$ cat src/logic/mcap_consts.svh
`ifndef MCAP_CONSTS_SVH
`define MCAP_CONSTS_SVH

// ==========================================================
// Register byte offsets
`define MCAP_OFF_REMAP 8'h00
`define MCAP_OFF_ASTAT 8'h04
`define MCAP_OFF_AADDR 8'h08
`define MCAP_OFF_PRIO 8'h0c
`define MCAP_OFF_ISTAT 8'h40
`define MCAP_OFF_ICLR 8'h44
`define MCAP_OFF_IEN 8'h48

// ==========================================================
// Field positions
`define MCAP_REMAP_BIT 0
`define MCAP_UNDEF_BIT 0
`define MCAP_MISAL_BIT 1
`define MCAP_SIZE_LSB 8
`define MCAP_TYPE_LSB 10
`define MCAP_LAST_LSB 16
`define MCAP_SAVED_LSB 24
`define MCAP_PRIO_STRIDE 4

// ==========================================================
// Reset values and encodings
`define MCAP_PRIO_RST 16'h3210
`define MCAP_SZ_HALF 2'h1
`define MCAP_SZ_WORD 2'h2
`define MCAP_TYP_FETCH 2'h2
`define MCAP_SRAM_PAGE 8'h02
`define MCAP_UNDEF_BASE 28'h0400000
`define MCAP_IRQ_UNDEF 0
`define MCAP_IRQ_MISAL 1

`endif

$ cat src/logic/mcap_pkg.sv
// ==========================================================
// Types shared by the memory controller register bank
package mcap_pkg;
`include "mcap_consts.svh"

    // Bus phase: idle or write data phase pending
    typedef enum logic [0:0] {
        MCAP_PH_IDLE = 1'b0,
        MCAP_PH_WRITE = 1'b1
    } mcap_phase_type;

    // Memory zone selected for the granted access
    typedef enum logic [1:0] {
        MCAP_ZONE_NONE = 2'b00,
        MCAP_ZONE_OTHER = 2'b01,
        MCAP_ZONE_BOOT = 2'b11,
        MCAP_ZONE_SRAM = 2'b10
    } mcap_zone_type;

    // Complete state of the top module
    typedef struct packed {
        mcap_phase_type ph;
        logic [7:0] waddr;
        logic remap;
        logic undef;
        logic misal;
        logic [1:0] size;
        logic [1:0] typ;
        logic [3:0] last_src;
        logic [3:0] saved;
        logic [31:0] abt_addr;
        logic [11:0] prio;
        logic [1:0] istat;
        logic [1:0] ien;
        logic irq;
        logic [3:0] grant;
        logic abort;
        mcap_zone_type zone;
        logic [31:0] hrdata;
        logic hreadyout;
    } mcap_state_type;

endpackage : mcap_pkg

$ cat src/logic/mcap_arbiter.sv
`timescale 1ns/1ps
// ==========================================================
// Fixed priority pick among requesting masters
module mcap_arbiter #(
    parameter int NUM_MASTERS = 4,
    parameter int PRIO_W = 3
) (
    input wire logic [NUM_MASTERS-1:0] req, // Request per master
    input wire logic [NUM_MASTERS*PRIO_W-1:0] prio, // Priority fields
    output logic [NUM_MASTERS-1:0] win, // One-hot winner
    output logic valid // Some master wins
);
    import mcap_pkg::*;

    generate
        if (NUM_MASTERS < 1 || PRIO_W < 1) begin : g_bad
            $error("mcap_arbiter: unsupported parameters");
        end
    endgenerate

    // Scan upward, replace only on a strictly greater value
    always_comb begin
        logic [PRIO_W-1:0] best;
        best = '0;
        win = '0;
        valid = 1'b0;
        for (int i = 0; i < NUM_MASTERS; i++) begin
            if (req[i] && (!valid || prio[i*PRIO_W +: PRIO_W] > best)) begin
                best = prio[i*PRIO_W +: PRIO_W];
                win = '0;
                win[i] = 1'b1;
                valid = 1'b1;
            end
        end
    end

endmodule : mcap_arbiter

$ cat src/logic/mcap_decoder.sv
`timescale 1ns/1ps
`include "mcap_consts.svh"
// ==========================================================
// Address check and page-zero mapping of one access
module mcap_decoder (
    input wire logic [31:0] addr, // Access address
    input wire logic [1:0] size, // 00 byte, 01 half, 10 word
    input wire logic [1:0] typ, // 00 read, 01 write, 10 fetch
    input wire logic is_cpu, // Access from the processor
    input wire logic remap, // Remap state
    output logic undef, // Undefined address
    output logic misal, // Misaligned address
    output mcap_pkg::mcap_zone_type zone // Selected memory zone
);
    import mcap_pkg::*;

    logic internal;

    // Internal area is the lowest 256 Mbyte
    assign internal = (addr[31:28] == 4'h0);

    // Undefined above the last internal page
    assign undef = internal && (addr[27:0] >= `MCAP_UNDEF_BASE);

    // Alignment check, processor fetches exempt
    always_comb begin
        misal = 1'b0;
        if (!(is_cpu && typ == `MCAP_TYP_FETCH)) begin
            if (size == `MCAP_SZ_WORD) begin
                misal = (addr[1:0] != 2'b00);
            end else if (size == `MCAP_SZ_HALF) begin
                misal = addr[0];
            end
        end
    end

    // Page zero shows SRAM after remap, boot memory before
    always_comb begin
        zone = MCAP_ZONE_OTHER;
        if (internal && addr[27:20] == 8'h00) begin
            zone = remap ? MCAP_ZONE_SRAM : MCAP_ZONE_BOOT;
        end else if (internal && addr[27:20] == `MCAP_SRAM_PAGE) begin
            zone = MCAP_ZONE_SRAM;
        end
    end

endmodule : mcap_decoder

$ cat src/logic/mcap_top.sv
// Local design decision: the AHB-Lite interface to the registers.
`timescale 1ns/1ps
`include "mcap_consts.svh"
// Operation
// - Writing one to remap bit 0 flips remap; zero does nothing.
// - Each abort sets undefined flag bit 0 if cause undefined, else clears.
// - Each abort sets misaligned flag bit 1 if misaligned, else clears.
// - Size of last abort in bits 9:8: byte, half, word.
// - One-hot source of last abort in bits 19:16, others cleared.
// - Saved source bits 27:24 set per master aborting since last read.
// - Saved bit may stay zero when abort is shown in last source.
// - Reading abort status clears all saved source bits.
// - Full address of last aborted access kept in address register.
// - Four 3-bit priorities at 2:0, 6:4, 10:8, 14:12; reset 0x3210.
// - Equal priorities favour the lower master number.
// - Misaligned word or half accesses abort; processor fetches exempt.
// - With remap on, SRAM also appears at address zero.
// - Internal area accesses at or above 0x0040_0000 abort.
module mcap_top #(
    parameter int NUM_MASTERS = 4,
    parameter int PRIO_W = 3
) (
    input wire logic clk, // System clock
    input wire logic rst, // Synchronous reset
    input wire logic hsel, // Slave select
    input wire logic [31:0] haddr, // Bus address
    input wire logic [1:0] htrans, // Transfer type
    input wire logic hwrite, // Write transfer
    input wire logic [2:0] hsize, // Transfer size
    input wire logic [31:0] hwdata, // Write data
    input wire logic hready, // Bus ready
    output logic hreadyout, // Slave ready
    output logic hresp, // Slave response
    output logic [31:0] hrdata, // Read data
    input wire logic [3:0] mst_req, // Access request per master
    input wire logic [127:0] mst_addr, // Address per master
    input wire logic [7:0] mst_size, // Size code per master
    input wire logic [7:0] mst_type, // Type code per master
    output logic [3:0] mst_grant, // One-hot access taken
    output logic mst_abort, // Taken access aborted
    output mcap_pkg::mcap_zone_type mem_zone, // Zone of taken access
    output logic remap_active, // Remap state
    output logic irq // Interrupt level
);
    import mcap_pkg::*;

    // ==========================================================
    // Elaboration checks
    generate
        if (NUM_MASTERS != 4 || PRIO_W != 3) begin : g_bad
            $error("mcap_top: only four masters with 3-bit priority");
        end
    endgenerate

    // ==========================================================
    // Helper functions

    // Spread four priority fields into the register layout
    function automatic logic [31:0] prio_to_word(input logic [11:0] p);
        logic [31:0] w;
        w = '0;
        for (int i = 0; i < 4; i++) begin
            w[i*`MCAP_PRIO_STRIDE +: 3] = p[i*3 +: 3];
        end
        return w;
    endfunction : prio_to_word

    // Gather four priority fields from the register layout
    function automatic logic [11:0] word_to_prio(input logic [31:0] w);
        logic [11:0] p;
        p = '0;
        for (int i = 0; i < 4; i++) begin
            p[i*3 +: 3] = w[i*`MCAP_PRIO_STRIDE +: 3];
        end
        return p;
    endfunction : word_to_prio

    // Build the abort status word from the state
    function automatic logic [31:0] astat_word(input mcap_state_type s);
        logic [31:0] w;
        w = '0;
        w[`MCAP_UNDEF_BIT] = s.undef;
        w[`MCAP_MISAL_BIT] = s.misal;
        w[`MCAP_SIZE_LSB +: 2] = s.size;
        w[`MCAP_TYPE_LSB +: 2] = s.typ;
        w[`MCAP_LAST_LSB +: 4] = s.last_src;
        w[`MCAP_SAVED_LSB +: 4] = s.saved;
        return w;
    endfunction : astat_word

    // ==========================================================
    // State registers
    mcap_state_type s_r;
    mcap_state_type s_nxt;

    // ==========================================================
    // Arbitration and access decode
    logic [3:0] arb_req;
    logic [3:0] arb_win;
    logic arb_valid;
    logic [31:0] sel_addr;
    logic [1:0] sel_size;
    logic [1:0] sel_type;
    logic dec_undef;
    logic dec_misal;
    mcap_zone_type dec_zone;

    // A master granted last cycle sits out one cycle to drop its request
    assign arb_req = mst_req & ~s_r.grant;

    mcap_arbiter #(
        .NUM_MASTERS(NUM_MASTERS),
        .PRIO_W(PRIO_W)
    ) u_arb (
        .req(arb_req),
        .prio(s_r.prio),
        .win(arb_win),
        .valid(arb_valid)
    );

    // Route the winner's attributes to the decoder
    always_comb begin
        sel_addr = '0;
        sel_size = '0;
        sel_type = '0;
        for (int i = 0; i < 4; i++) begin
            if (arb_win[i]) begin
                sel_addr = mst_addr[i*32 +: 32];
                sel_size = mst_size[i*2 +: 2];
                sel_type = mst_type[i*2 +: 2];
            end
        end
    end

    mcap_decoder u_dec (
        .addr(sel_addr),
        .size(sel_size),
        .typ(sel_type),
        .is_cpu(arb_win[0]),
        .remap(s_r.remap),
        .undef(dec_undef),
        .misal(dec_misal),
        .zone(dec_zone)
    );

    // ==========================================================
    // Bus address phase qualifiers
    logic bus_take;
    logic bus_rd;
    logic bus_wr;
    logic astat_read;
    logic wr_phase;

    // A transfer is taken when selected, non-idle and bus ready
    assign bus_take = hsel && htrans[1] && hready;
    assign bus_rd = bus_take && !hwrite;
    assign bus_wr = bus_take && hwrite;
    assign astat_read = bus_rd && (haddr[7:0] == `MCAP_OFF_ASTAT);
    assign wr_phase = (s_r.ph == MCAP_PH_WRITE);

    // ==========================================================
    // Next state
    always_comb begin
        logic [3:0] saved_set;
        logic [1:0] ievent;
        logic [1:0] iclear;
        saved_set = '0;
        ievent = '0;
        iclear = '0;
        s_nxt = s_r;
        s_nxt.grant = '0;
        s_nxt.abort = 1'b0;
        s_nxt.zone = MCAP_ZONE_NONE;
        s_nxt.hreadyout = 1'b1;

        // Take the winning access and capture abort details
        if (arb_valid) begin
            s_nxt.grant = arb_win;
            if (dec_undef || dec_misal) begin
                s_nxt.abort = 1'b1;
                s_nxt.undef = dec_undef;
                s_nxt.misal = dec_misal;
                s_nxt.size = sel_size;
                s_nxt.typ = sel_type;
                s_nxt.last_src = arb_win;
                s_nxt.abt_addr = sel_addr;
                // Every abort is recorded, the optional skip is not used
                saved_set = arb_win;
                ievent[`MCAP_IRQ_UNDEF] = dec_undef;
                ievent[`MCAP_IRQ_MISAL] = dec_misal;
            end else begin
                s_nxt.zone = dec_zone;
            end
        end

        // Read data is prepared at the address phase
        s_nxt.hrdata = '0;
        if (bus_rd) begin
            case (haddr[7:0])
                `MCAP_OFF_ASTAT: begin
                    s_nxt.hrdata = astat_word(s_r);
                end
                `MCAP_OFF_AADDR: begin
                    s_nxt.hrdata = s_r.abt_addr;
                end
                `MCAP_OFF_PRIO: begin
                    s_nxt.hrdata = prio_to_word(s_r.prio);
                end
                `MCAP_OFF_ISTAT: begin
                    s_nxt.hrdata = {30'h0, s_r.istat};
                end
                `MCAP_OFF_IEN: begin
                    s_nxt.hrdata = {30'h0, s_r.ien};
                end
                default: begin
                    s_nxt.hrdata = '0;
                end
            endcase
        end

        // Write data phase applies hwdata
        if (wr_phase) begin
            case (s_r.waddr)
                `MCAP_OFF_REMAP: begin
                    if (hwdata[`MCAP_REMAP_BIT]) begin
                        s_nxt.remap = !s_r.remap;
                    end
                end
                `MCAP_OFF_PRIO: begin
                    s_nxt.prio = word_to_prio(hwdata);
                end
                `MCAP_OFF_ICLR: begin
                    iclear = hwdata[1:0];
                end
                `MCAP_OFF_IEN: begin
                    s_nxt.ien = hwdata[1:0];
                end
                default: begin
                    s_nxt.ien = s_r.ien;
                end
            endcase
        end

        // Saved sources: read clears, a new abort wins over the clear
        if (astat_read) begin
            s_nxt.saved = saved_set;
        end else begin
            s_nxt.saved = s_r.saved | saved_set;
        end

        // Sticky interrupt status, event wins over clear
        s_nxt.istat = (s_r.istat & ~iclear) | ievent;
        s_nxt.irq = |(s_nxt.istat & s_nxt.ien);

        // Track the bus phase for the next cycle
        if (bus_wr) begin
            s_nxt.ph = MCAP_PH_WRITE;
            s_nxt.waddr = haddr[7:0];
        end else begin
            s_nxt.ph = MCAP_PH_IDLE;
            s_nxt.waddr = s_r.waddr;
        end
    end

    // ==========================================================
    // State register
    always_ff @(posedge clk) begin
        if (rst) begin
            s_r <= '0;
            s_r.prio <= word_to_prio({16'h0000, `MCAP_PRIO_RST});
            s_r.hreadyout <= 1'b1;
            s_r.ph <= MCAP_PH_IDLE;
            s_r.zone <= MCAP_ZONE_NONE;
        end else begin
            s_r <= s_nxt;
        end
    end

    // ==========================================================
    // Outputs straight from the state register, hresp tied to zero
    assign hreadyout = s_r.hreadyout;
    assign hresp = 1'b0;
    assign hrdata = s_r.hrdata;
    assign mst_grant = s_r.grant;
    assign mst_abort = s_r.abort;
    assign mem_zone = s_r.zone;
    assign remap_active = s_r.remap;
    assign irq = s_r.irq;

endmodule : mcap_top

$ cat config.mk
export PLATFORM = sky130hd
export DESIGN_NAME = mcap_top
export DESIGN_NICKNAME = d
export VERILOG_FILES = /design/src/logic/mcap_pkg.sv /design/src/logic/mcap_arbiter.sv /design/src/logic/mcap_decoder.sv /design/src/logic/mcap_top.sv
export VERILOG_INCLUDE_DIRS = /design/src /design/src/logic
export SDC_FILE = /design/constraint.sdc
export NUM_CORES = 1
export LEC_CHECK = 0
export CAP_MARGIN = 20
export CORE_ASPECT_RATIO = 0.9
export CORE_MARGIN = 3
export CORE_UTILIZATION = 30
export DETAILED_ROUTE_END_ITERATION = 10
export DONT_BUFFER_PORTS = 1
export HOLD_SLACK_MARGIN = 0.1
export PLACE_DENSITY = 0.46
export SKIP_LAST_GASP = 1
export SLEW_MARGIN = 20
export SYNTH_ARGS = -nofsm -noshare
export SYNTH_HDL_FRONTEND = slang
export SYNTH_SLANG_ARGS = --single-unit
$ cat constraint.sdc
create_clock -name clk -period 19.32 [get_ports clk]
set_input_delay 3.864 -clock clk [delete_from_list [all_inputs] [get_ports clk]]
set_output_delay 3.864 -clock clk [all_outputs]
set_load 0.01 [all_outputs]
==> flow_summary_export.csv, run 1 <==
group,metric,value,unit
critical_path,crit_chain,"and2b_2, nand2_1, ha_1, and3_1, a211oi_4, or2_1, buf_4, a21oi_1, ha_1, nor2b_1, o31ai_2, o21ai_2, buf_4, nor2_1, a21oi_1, ha_1, o21ai_1, o21a_1, nor2_1, a211oi_1, o2111ai_1, a32o_2, nand2_2, a311oi_2",
synth,synth_top_family_by_area,"compound AO/OA/AOI/OAI gates",
synth,synth_ff_type,"dfxtp_1",
global_route,antenna_found_initial,0,
critical_path,start_kind,"input pin",
power,p_leak,2.09,nW
synth,synth.cell_area,6010,µm²
min_path,min_path_type,"reg2reg",
die,rows,48,
clock_tree,numCtsBuffers,9,
clock_tree,insertion_delay,0.36,ns
synth,synth_area_leaders,"dfxtp_1, buf_4, nor2_1, nor3_1, nand2_1",
critical_path,arrival,11.28,ns
synth,ys_warn_count,0,
global_route,grt_max_degree,83,
route,dr.pass1.iters,5,
synth,avgSynthCellArea,8.73,µm²
cells_and_area,fill_cells,2081,
placed_design,dpl-instance-area,5900,µm²
critical_path,cp_max_fo,31,
critical_path,end_kind,"flip-flop",
route,drtIter0Drc,388,
cells_and_area,drive_gt1_frac,0.139,
run,cap_violations,0,
cells_and_area,area_growth,3.33,%
clock_tree,cts_setup_buffers,0,
cells_and_area,final_area,6210,µm²
synth,netlist_instances,688,
synth,synth-xor-area-share,0.00146,
clock_tree,cts_resized,0,
die,core_area,19400,µm²
global_route,grt_overflow,0,
clock_tree,cts_sinks,112,
synth,synth_common_cells,"dfxtp_1, nor2_1, nand2_1",
critical_path,criticalPathCategory,"in2reg",
route,drc,0,
critical_path,ff2ff_path_depth,25,
timing,whs,0.457,ns
power,max-vdd-ir-drop,0.0000511,V
synth,synth_cell_types,70,
timing,rsz0062_at_grt,"no",
timing,fin_crit,11.09,ns
cells_and_area,final_util,0.320,
critical_path,required,19.51,ns
synth,synth-edff-count,0,
route,wl,21500,µm
clock_tree,h-tree-depth,3,
synth,yosysTopAreaCellShare,0.373,
clock_tree,clk_pin_slew,0.08,ns
global_route,grt_pass1_vias,5004,
clock_tree,root_buffer,"clkbuf_16",
placed_design,gp_congestion,0.799,
synth,synth_compound_area_frac,0.272,
run_status,status,"finished clean",
die,die_area,21800,µm²
timing,skew,0.00996,ns
critical_path,max_stage_delay,0.82,ns
timing,tightest_slew,1.10,ns
clock_tree,cts_tree,"yes",
die,initial_core_util,0.310,
min_path,hold_end,"s_r[109]",
die,die_w,155,µm
route,post_drt_wl_per_cell,24.5,µm
synth,syn_nets,919,
timing,max_slew_margin,0.263,
timing,hold_viol_final,0,
synth,yosysMostFrequentCell,"dfxtp_1",
placed_design,hpwl,15700,µm
critical_path,cpMostUsedCell,"ha_1",
synth,yosys.area_share.adder,0.0187,
synth,yosysSeqAreaShare,0.373,
placed_design,portBuffers,0,
critical_path,r2r_slack,11.27,ns
timing,final.setup.tns,0,ns
global_route,gr-usage-all-layers,0.191,
timing,setup_viol,0,
synth,synthMuxAreaShare,0.0298,
die,ios,265,
route,num_vias,5019,
critical_path,r2r-end,"s_r[76]",
critical_path,r2r-start,"mst_grant[0]",
min_path,hold_start,"s_r[109]",
synth,synth_area_leader_cell,"dfxtp_1",
clock_tree,clockBufferDepth,2,
die,die_h,140,µm
clock_tree,ctsHoldBuffers,0,
synth,ys_ff_latch,112,
min_path,holdPathStages,2,
route,ant_nets,0,
timing,max_freq,90.2,MHz
cells_and_area,final_nets,851,
route,vias_per_cell,5.74,
timing,period_share,0.574,
cells_and_area,n_antenna_cell,0,
synth,synth-simple-area-share,0.203,
power,total_power,662,µW
critical_path,cp_slowest_cell,"nand2_2",
synth,synthArstFlopShare,0,
power,power_density,107,nW/µm²
global_route,grt_pass1_wl,31400,µm
timing,slew_viol_final,0,
-- cells in the final DEF, fill, tap and decap left out, types with 9 or more instances in the layout --
| cell | Yosys | layout |
|---|---|---|
| nand2_1 | 55 | 55 |
| a211oi_2 | 13 | 13 |
| ha_1 | 9 | 9 |
| nor3_1 | 47 | 45 |
| a311oi_2 | 10 | 10 |
| o21ai_0 | 20 | 20 |
| a221o_1 | 11 | 11 |
| mux2i_1 | 10 | 10 |
| a221oi_1 | 11 | 11 |
| buf_4 | 46 | 11 |
| clkbuf_16 | 0 | 9 |
| inv_1 | 9 | 9 |
| a21oi_1 | 39 | 39 |
| a22oi_1 | 27 | 27 |
| a22o_1 | 12 | 12 |
| and3_1 | 14 | 14 |
| nand3_1 | 16 | 16 |
| o21ai_1 | 17 | 15 |
| nor2b_1 | 12 | 12 |
| dfxtp_1 | 112 | 112 |
| nor2_1 | 68 | 67 |
-- per-stage QoR --
stage	worst slack, ns	std cells
6_report	8.23	875
5_1_grt	7.71	875
4_1_cts	8.25	875
3_5_place_dp	7.92	859
3_3_place_gp	8.00	858
2_1_floorplan	9.76	688
-- logic make-up after synthesis --
family                   after synthesis
multiplexers                          17
XOR/XNOR                               1
AND/OR/NAND/NOR                      246
flip-flops                           112
AO/OA/AOI/OAI                        201
other                                  2
buffers and inverters                100
adder cells (fa/ha/maj)                9
-- routing by layer --
layer  vias to the layer above  track usage  wire length, µm
met5                         -            0                0
met4                         0       0.0396              223
met3                        12       0.0491             1720
met2                       227        0.299             9620
met1                      2441        0.265             9890
li1                       2339            -                -
-- power by group --
| part | switching, mW | total [mW] | internal, mW |
|---|---|---|---|
| Combinational | 0.121 | 0.187 | 0.0662 |
| Clock | 0.0936 | 0.197 | 0.103 |
| Sequential | 0.0182 | 0.279 | 0.260 |
-- area by class of cell --
cell class              count  area, µm²  area share
inverters                   9       33.8     0.00544
repair buffers             12        110      0.0177
multi-input cells         476       3200       0.516
flip-flops and latches    112       2240       0.361
clock buffers              10        229      0.0369
well taps                 250        313      0.0504
clock inverters             6       80.1      0.0129
-- worst max-delay path by stage --
stage	start	endpoint	slack, ns	cells past startpoint
after floorplan	mst_req[0]	s_r[68]	9.76	30
after global placement	mst_req[0]	mem_zone[0]	8.00	26
after detailed placement	mst_req[0]	mem_zone[0]	7.92	25
after CTS	mst_req[0]	mem_zone[0]	8.25	25
after global routing	mst_req[0]	mem_zone[0]	7.71	24
final	mst_req[0]	s_r[76]	8.23	24
-- worst max-delay path: cells and delay by family --
family	cells	cell delay [ns]
AO/OA/AOI/OAI	11	3.98
adder cells (fa/ha/maj)	3	0.88
buffers and inverters	2	0.66
AND/OR/NAND/NOR	8	1.82
-- state kept, by name, indices dropped and copies added, names as in the netlist --
signal        count
s_r              70
mem_zone          2
irq               1
remap_active      1
wr_phase          1
mst_abort         1
mst_grant         4
hrdata           32
Power figures use the tool's default switching activity.
==> run 2: changes to the inputs <==
ABC_AREA = 1   (was not set)
PLACE_DENSITY = 0.47   (was 0.46)
clock period = 9.9 ns   (was 19.32 ns; I/O delays follow)
==> run 2 against run 1 <==
Die area up 2.1%. Count of clock-buffer cells in the layout down 1. Power up 91%. Via count up 4.0%. Sequential share of layout area down 0.051 points. Hold slack worse by 0.011 ns. Synthesized cell count up 29%. First-iteration DRC count down 26%.
==> flow_summary_export.csv, run 2 <==
group,metric,value,unit
run_status,status,"finished clean",
route,dr.pass1.iters,4,
die,die_h,142,µm
power,power_density,204,nW/µm²
synth,avgSynthCellArea,6.91,µm²
clock_tree,cts_setup_buffers,0,
timing,max_slew_margin,0.539,
cells_and_area,layout_common_cells,"nand2_1, nor2_1, dfxtp_1",
placed_design,hpwl,14200,µm
global_route,grt_pass1_vias,5000,
critical_path,max_stage_delay,0.46,ns
die,initial_core_util,0.306,
route,num_vias,5219,
critical_path,required,10.20,ns
placed_design,portBuffers,0,
synth,ys_ff_latch,112,
min_path,min_path_type,"reg2reg",
power,p_int,811,µW
route,drtIter0Drc,286,
power,p_clk_frac,0.283,
power,pwr-share-comb,0.287,
power,switching_power,456,µW
die,ios,265,
timing,whs,0.446,ns
global_route,globalRoute.busiestLayer,"met2",
timing,setup_viol,0,
critical_path,cp_slowest_cell,"inv_2",
clock_tree,cts_tree,"yes",
critical_path,criticalPathCategory,"in2reg",
timing,skew,0.00702,ns
min_path,holdPathStages,2,
critical_path,ff2ff_path_depth,39,
synth,synth.cell_area,6140,µm²
cells_and_area,area_growth,1.24,%
power,p_sw_frac,0.360,
critical_path,start_kind,"input pin",
cells_and_area,largest_reg_flops,70,
clock_tree,cts_sinks,112,
clock_tree,clk_pin_slew,0.08,ns
critical_path,end_kind,"flip-flop",
cells_and_area,final_nets,1053,
route,ant_nets,0,
route,wl,19200,µm
timing,period_share,0.795,
clock_tree,root_buffer,"clkbuf_16",
clock_tree,cts_resized,0,
synth,synthArstFlopShare,0,
clock_tree,insertion_delay,0.35,ns
synth,yosysMostFrequentCell,"nand2_1",
cells_and_area,n_antenna_cell,0,
timing,setup_ws,2.03,ns
die,die_w,157,µm
power,seqPwrFrac,0.430,
cells_and_area,drive_gt1_frac,0.0822,
synth,synth_area_leaders,"dfxtp_1, nand2_1, nor2_1, buf_4, inv_1",
synth,yosysTopAreaCellShare,0.365,
global_route,grt_overflow,0,
run,cap_violations,0,
critical_path,cp_max_fo,38,
synth,ys_warn_count,0,
clock_tree,h-tree-depth,3,
global_route,grt_max_degree,59,
global_route,grt_pass1_wl,28900,µm
die,core_area,20000,µm²
global_route,antenna_found_initial,0,
timing,tightest_slew,0.689,ns
route,drc,0,
clock_tree,clockBufferDepth,2,
timing,slew_viol_final,0,
cells_and_area,final_common_cell,"nand2_1",
die,die_area,22200,µm²
synth,synth_cell_types,41,
timing,final.setup.tns,0,ns
synth,synth-edff-count,0,
synth,syn_nets,1120,
critical_path,cpMostUsedCell,"nand2_1",
route,post_drt_wl_per_cell,17.8,µm
synth,synth_area_leader_cell,"dfxtp_1",
power,max-vdd-ir-drop,0.0000924,V
clock_tree,ctsHoldBuffers,0,
timing,max_freq,127,MHz
timing,hold_viol_final,0,
cells_and_area,largest-register,"s_r",
critical_path,arrival,8.16,ns
timing,fin_crit,7.87,ns
global_route,grt_use_met2,0.273,
global_route,gr-usage-all-layers,0.169,
route,vias_per_cell,4.82,
global_route,grt_util_met1,0.231,
die,rows,49,
synth,synth_ff_type,"dfxtp_1",
synth,synth_common_cells,"nand2_1, nor2_1, dfxtp_1",
placed_design,place_ws,1.56,ns
clock_tree,numCtsBuffers,9,
timing,rsz0062_at_grt,"no",
synth,yosysSeqAreaShare,0.365,
power,p_leak,2.60,nW
global_route,use_met3,0.0345,
synth,netlist_instances,889,
placed_design,gp_congestion,0.757,
-- run 2: changes by cell type after synthesis, moves of 12 or more --
cell      change
nand2_1     +191
nor2_1       +58
inv_1        +57
nor3_1       -36
nand4_1      +31
a22oi_1      -26
nand3_1      +23
nand3b_1     +22
o21ai_1      -17
and3_1       -14
a211oi_2     -13
nor2b_1      -12
-- run 2: worst paths after layout --
kind,startpoint,to,slack (ns)
worst max-delay path,mst_req[0],s_r[98],2.03
worst min-delay path,s_r[64],hrdata[7],0.45
worst max register to register,mst_grant[0],s_r[98],3.27
worst min register to register,s_r[64],hrdata[7],0.45
-- run 2: logic make-up after synthesis --
logic type	share of synthesized area
XOR/XNOR	0.00143
AND/OR/NAND/NOR	0.385
adder cells (fa/ha/maj)	0.0183
AO/OA/AOI/OAI	0.0868
other	0.00122
flip-flops	0.365
buffers and inverters	0.142
-- run 2: area by class of cell --
type,instances,area (µm²)
repair buffers,8,60.1
well taps,255,319
flip-flops and latches,112,2240
fillers,2235,13800
inverters,73,277
clock inverters,7,56.3
clock buffers,9,225
multi-input cells,618,3040
-- run 2: power by group through the flow --
| stage | Sequential, mW | Combinational (mW) | Clock, mW |
|---|---|---|---|
| after floorplan | 0.544 | 0.325 | 0 |
| after global placement | 0.554 | 0.370 | 0 |
| after detailed placement | 0.555 | 0.370 | 0 |
| after CTS | 0.545 | 0.372 | 0.372 |
| after global routing | 0.552 | 0.425 | 0.386 |
| final | 0.545 | 0.364 | 0.359 |
-- run 2: metal layers --
metal / wire, µm / part of all wire
met5: 0 / 0
met3: 1130 / 0.059
met1: 9070 / 0.47
met2: 8810 / 0.46
met4: 229 / 0.012
-- run 2: per-stage QoR --
step | area [µm²] | power (mW) | util | cells
4_1_cts | 6220 | 1.29 | 0.310 | 1082
2_1_floorplan | 6140 | 0.869 | - | 889
5_1_grt | 6220 | 1.36 | 0.310 | 1082
3_3_place_gp | 5940 | 0.924 | 0.296 | 1066
6_report | 6220 | 1.27 | 0.310 | 1082
3_5_place_dp | 5940 | 0.925 | 0.296 | 1066
-- run 2: worst max-delay path, delay by kind of cell --
kind | cells | cell delay [ns]
simple gates | 24 | 2.30
buf+inv | 8 | 1.81
compound gates | 5 | 1.09
fa+ha+maj | 3 | 0.97
==> run 3: changes to the inputs <==
clock period = 6.85 ns   (was 9.9 ns; I/O delays follow)
==> run 3 against run 2 <==
Sequential power is 44% higher. Power is 46% higher. Sequential cell count stayed put. Setup slack worse by 1.5 ns. Critical path depth is 4 lower. Core utilization is 0.32 points higher. Final cell count is 0.46% higher. Clock skew is 0.0043 ns higher. Clock power is 46% higher. Die area stayed put. Critical endpoint is now s_r[82]. Largest power group unchanged.
==> flow_summary_export.csv, run 3 (synthesis results as in run 2) <==
group,metric,value,unit
run_status,status,"finished clean",
die,ios,265,
route,drtIter0Drc,344,
clock_tree,clockBufferDepth,2,
critical_path,max_stage_delay,0.34,ns
cells_and_area,final_util,0.313,
cells_and_area,final_nets,1058,
die,initial_core_util,0.306,
critical_path,cp_max_fo,23,
route,post_drt_wl_per_cell,17.6,µm
critical_path,cpMostUsedCell,"nand2_1",
critical_path,end_kind,"flip-flop",
power,p_clk_frac,0.283,
critical_path,required,7.10,ns
cells_and_area,layout_common_cells,"nand2_1, nor2_1, dfxtp_1",
power,p_sw_frac,0.361,
clock_tree,clk_pin_slew,0.08,ns
clock_tree,insertion_delay,0.36,ns
die,rows,49,
timing,fin_crit,6.29,ns
power,total_power,1.85,mW
timing,rsz0062_at_grt,"yes",
placed_design,portBuffers,0,
timing,setup_viol,0,
clock_tree,numCtsBuffers,9,
clock_tree,h-tree-depth,3,
global_route,grt_max_degree,59,
critical_path,criticalPathCategory,"in2reg",
cells_and_area,drive_gt1_frac,0.0877,
timing,max_slew_margin,0.506,
clock_tree,cts_tree,"yes",
run,cap_violations,0,
timing,period_share,0.919,
die,die_w,157,µm
min_path,min_path_type,"reg2reg",
global_route,antenna_found_initial,0,
timing,max_freq,159,MHz
timing,skew,0.0113,ns
timing,slew_viol_final,0,
cells_and_area,largest-register,"s_r",
power,pwr-share-comb,0.293,
cells_and_area,largest_reg_flops,70,
global_route,gr-usage-all-layers,0.168,
route,wl,19200,µm
clock_tree,cts_sinks,112,
die,die_area,22200,µm²
clock_tree,cts_setup_buffers,0,
route,vias_per_cell,4.78,
route,drc,0,
power,max-vdd-ir-drop,0.000105,V
die,core_area,20000,µm²
timing,final.setup.tns,0,ns
global_route,grt_pass1_vias,5007,
clock_tree,root_buffer,"clkbuf_16",
placed_design,hpwl,14600,µm
critical_path,crit_family,"simple AND/OR/NAND/NOR gates",
cells_and_area,final_common_cell,"nand2_1",
route,ant_nets,0,
critical_path,arrival,6.55,ns
die,die_h,142,µm
global_route,grt_pass1_wl,28800,µm
route,dr.pass1.iters,4,
power,p_int,1.18,mW
timing,hold_viol_final,0,
cells_and_area,n_antenna_cell,0,
power,power_density,295,nW/µm²
critical_path,cp_slowest_cell,"a21oi_4",
global_route,grt_overflow,0,
critical_path,start_kind,"input pin",
route,num_vias,5196,
timing,whs,0.449,ns
placed_design,dpl-instance-area,6000,µm²
cells_and_area,area_growth,2.28,%
placed_design,gp_congestion,0.799,
critical_path,path_buf_inv,4,
power,switching_power,669,µW
timing,tightest_slew,0.736,ns
power,seqPwrFrac,0.424,
power,p_leak,2.63,nW
cells_and_area,final_area,6280,µm²
[run 3: cell types whose count changed in the layout (fill, tap and decap cells not counted)]
cell	previous run	this run
clkinvlp_4	0	1
buf_4	8	12
inv_2	7	6
inv_4	1	2
nor4_2	2	1
clkinv_2	2	1
nor4_4	0	1
inv_6	1	4
clkinv_4	3	0
buf_12	0	1
[run 3: path summary, 6_finish.rpt]
check        slack (ns)  cells after the start  endpoint         start
max                0.56                     36   s_r[82]    mst_req[0]
min reg2reg        0.45                      2  s_r[104]      s_r[104]
max reg2reg        1.19                     35   s_r[82]  mst_grant[0]
min                0.45                      2  s_r[104]      s_r[104]
[run 3: layout make-up]
cell class,count,area [µm²]
clock buffer,9,225
fill,2261,13800
tap,255,319
timing repair buffer,13,110
sequential,112,2240
inverter,73,279
clock inverter,7,58.8
multi-input combinational,618,3050
[run 3: metrics by stage]
stage	cells	worst slack, ns
6_report	1087	0.556
5_1_grt	1087	-0.00670
4_1_cts	1087	0.416
3_5_place_dp	1071	0.0311
3_3_place_gp	1071	0.0407
2_1_floorplan	889	1.21
[run 3: repair_timing]
item / CTS / global route
resized for setup: 0 / 2
hold buffers: 0 / 0
endpoints found under the setup margin: 0 / 14
[run 3: routing by layer]
metal / vias to the layer above / global-route usage / routed length, µm
met4: 0 / 0.0345 / 122
met3: 9 / 0.0378 / 1070
met5: - / 0 / 0
met1: 2352 / 0.238 / 9170
li1: 2685 / - / -
met2: 150 / 0.263 / 8810
[run 3: worst register-to-register path, delay by kind of cell (launching register included)]
kind / cells / cell delay [ns]
simple gates: 24 / 2.74
buf+inv: 3 / 0.47
compound gates: 5 / 1.03
fa+ha+maj: 3 / 0.95
flops: 1 / 0.38
[run 3: power by group through the flow]
stage / registers [mW] / logic, mW / clock network, mW
after floorplan: 0.786 / 0.470 / 0
after global placement: 0.800 / 0.547 / 0
after detailed placement: 0.801 / 0.548 / 0
after CTS: 0.786 / 0.551 / 0.541
after global routing: 0.795 / 0.618 / 0.565
final: 0.786 / 0.544 / 0.524
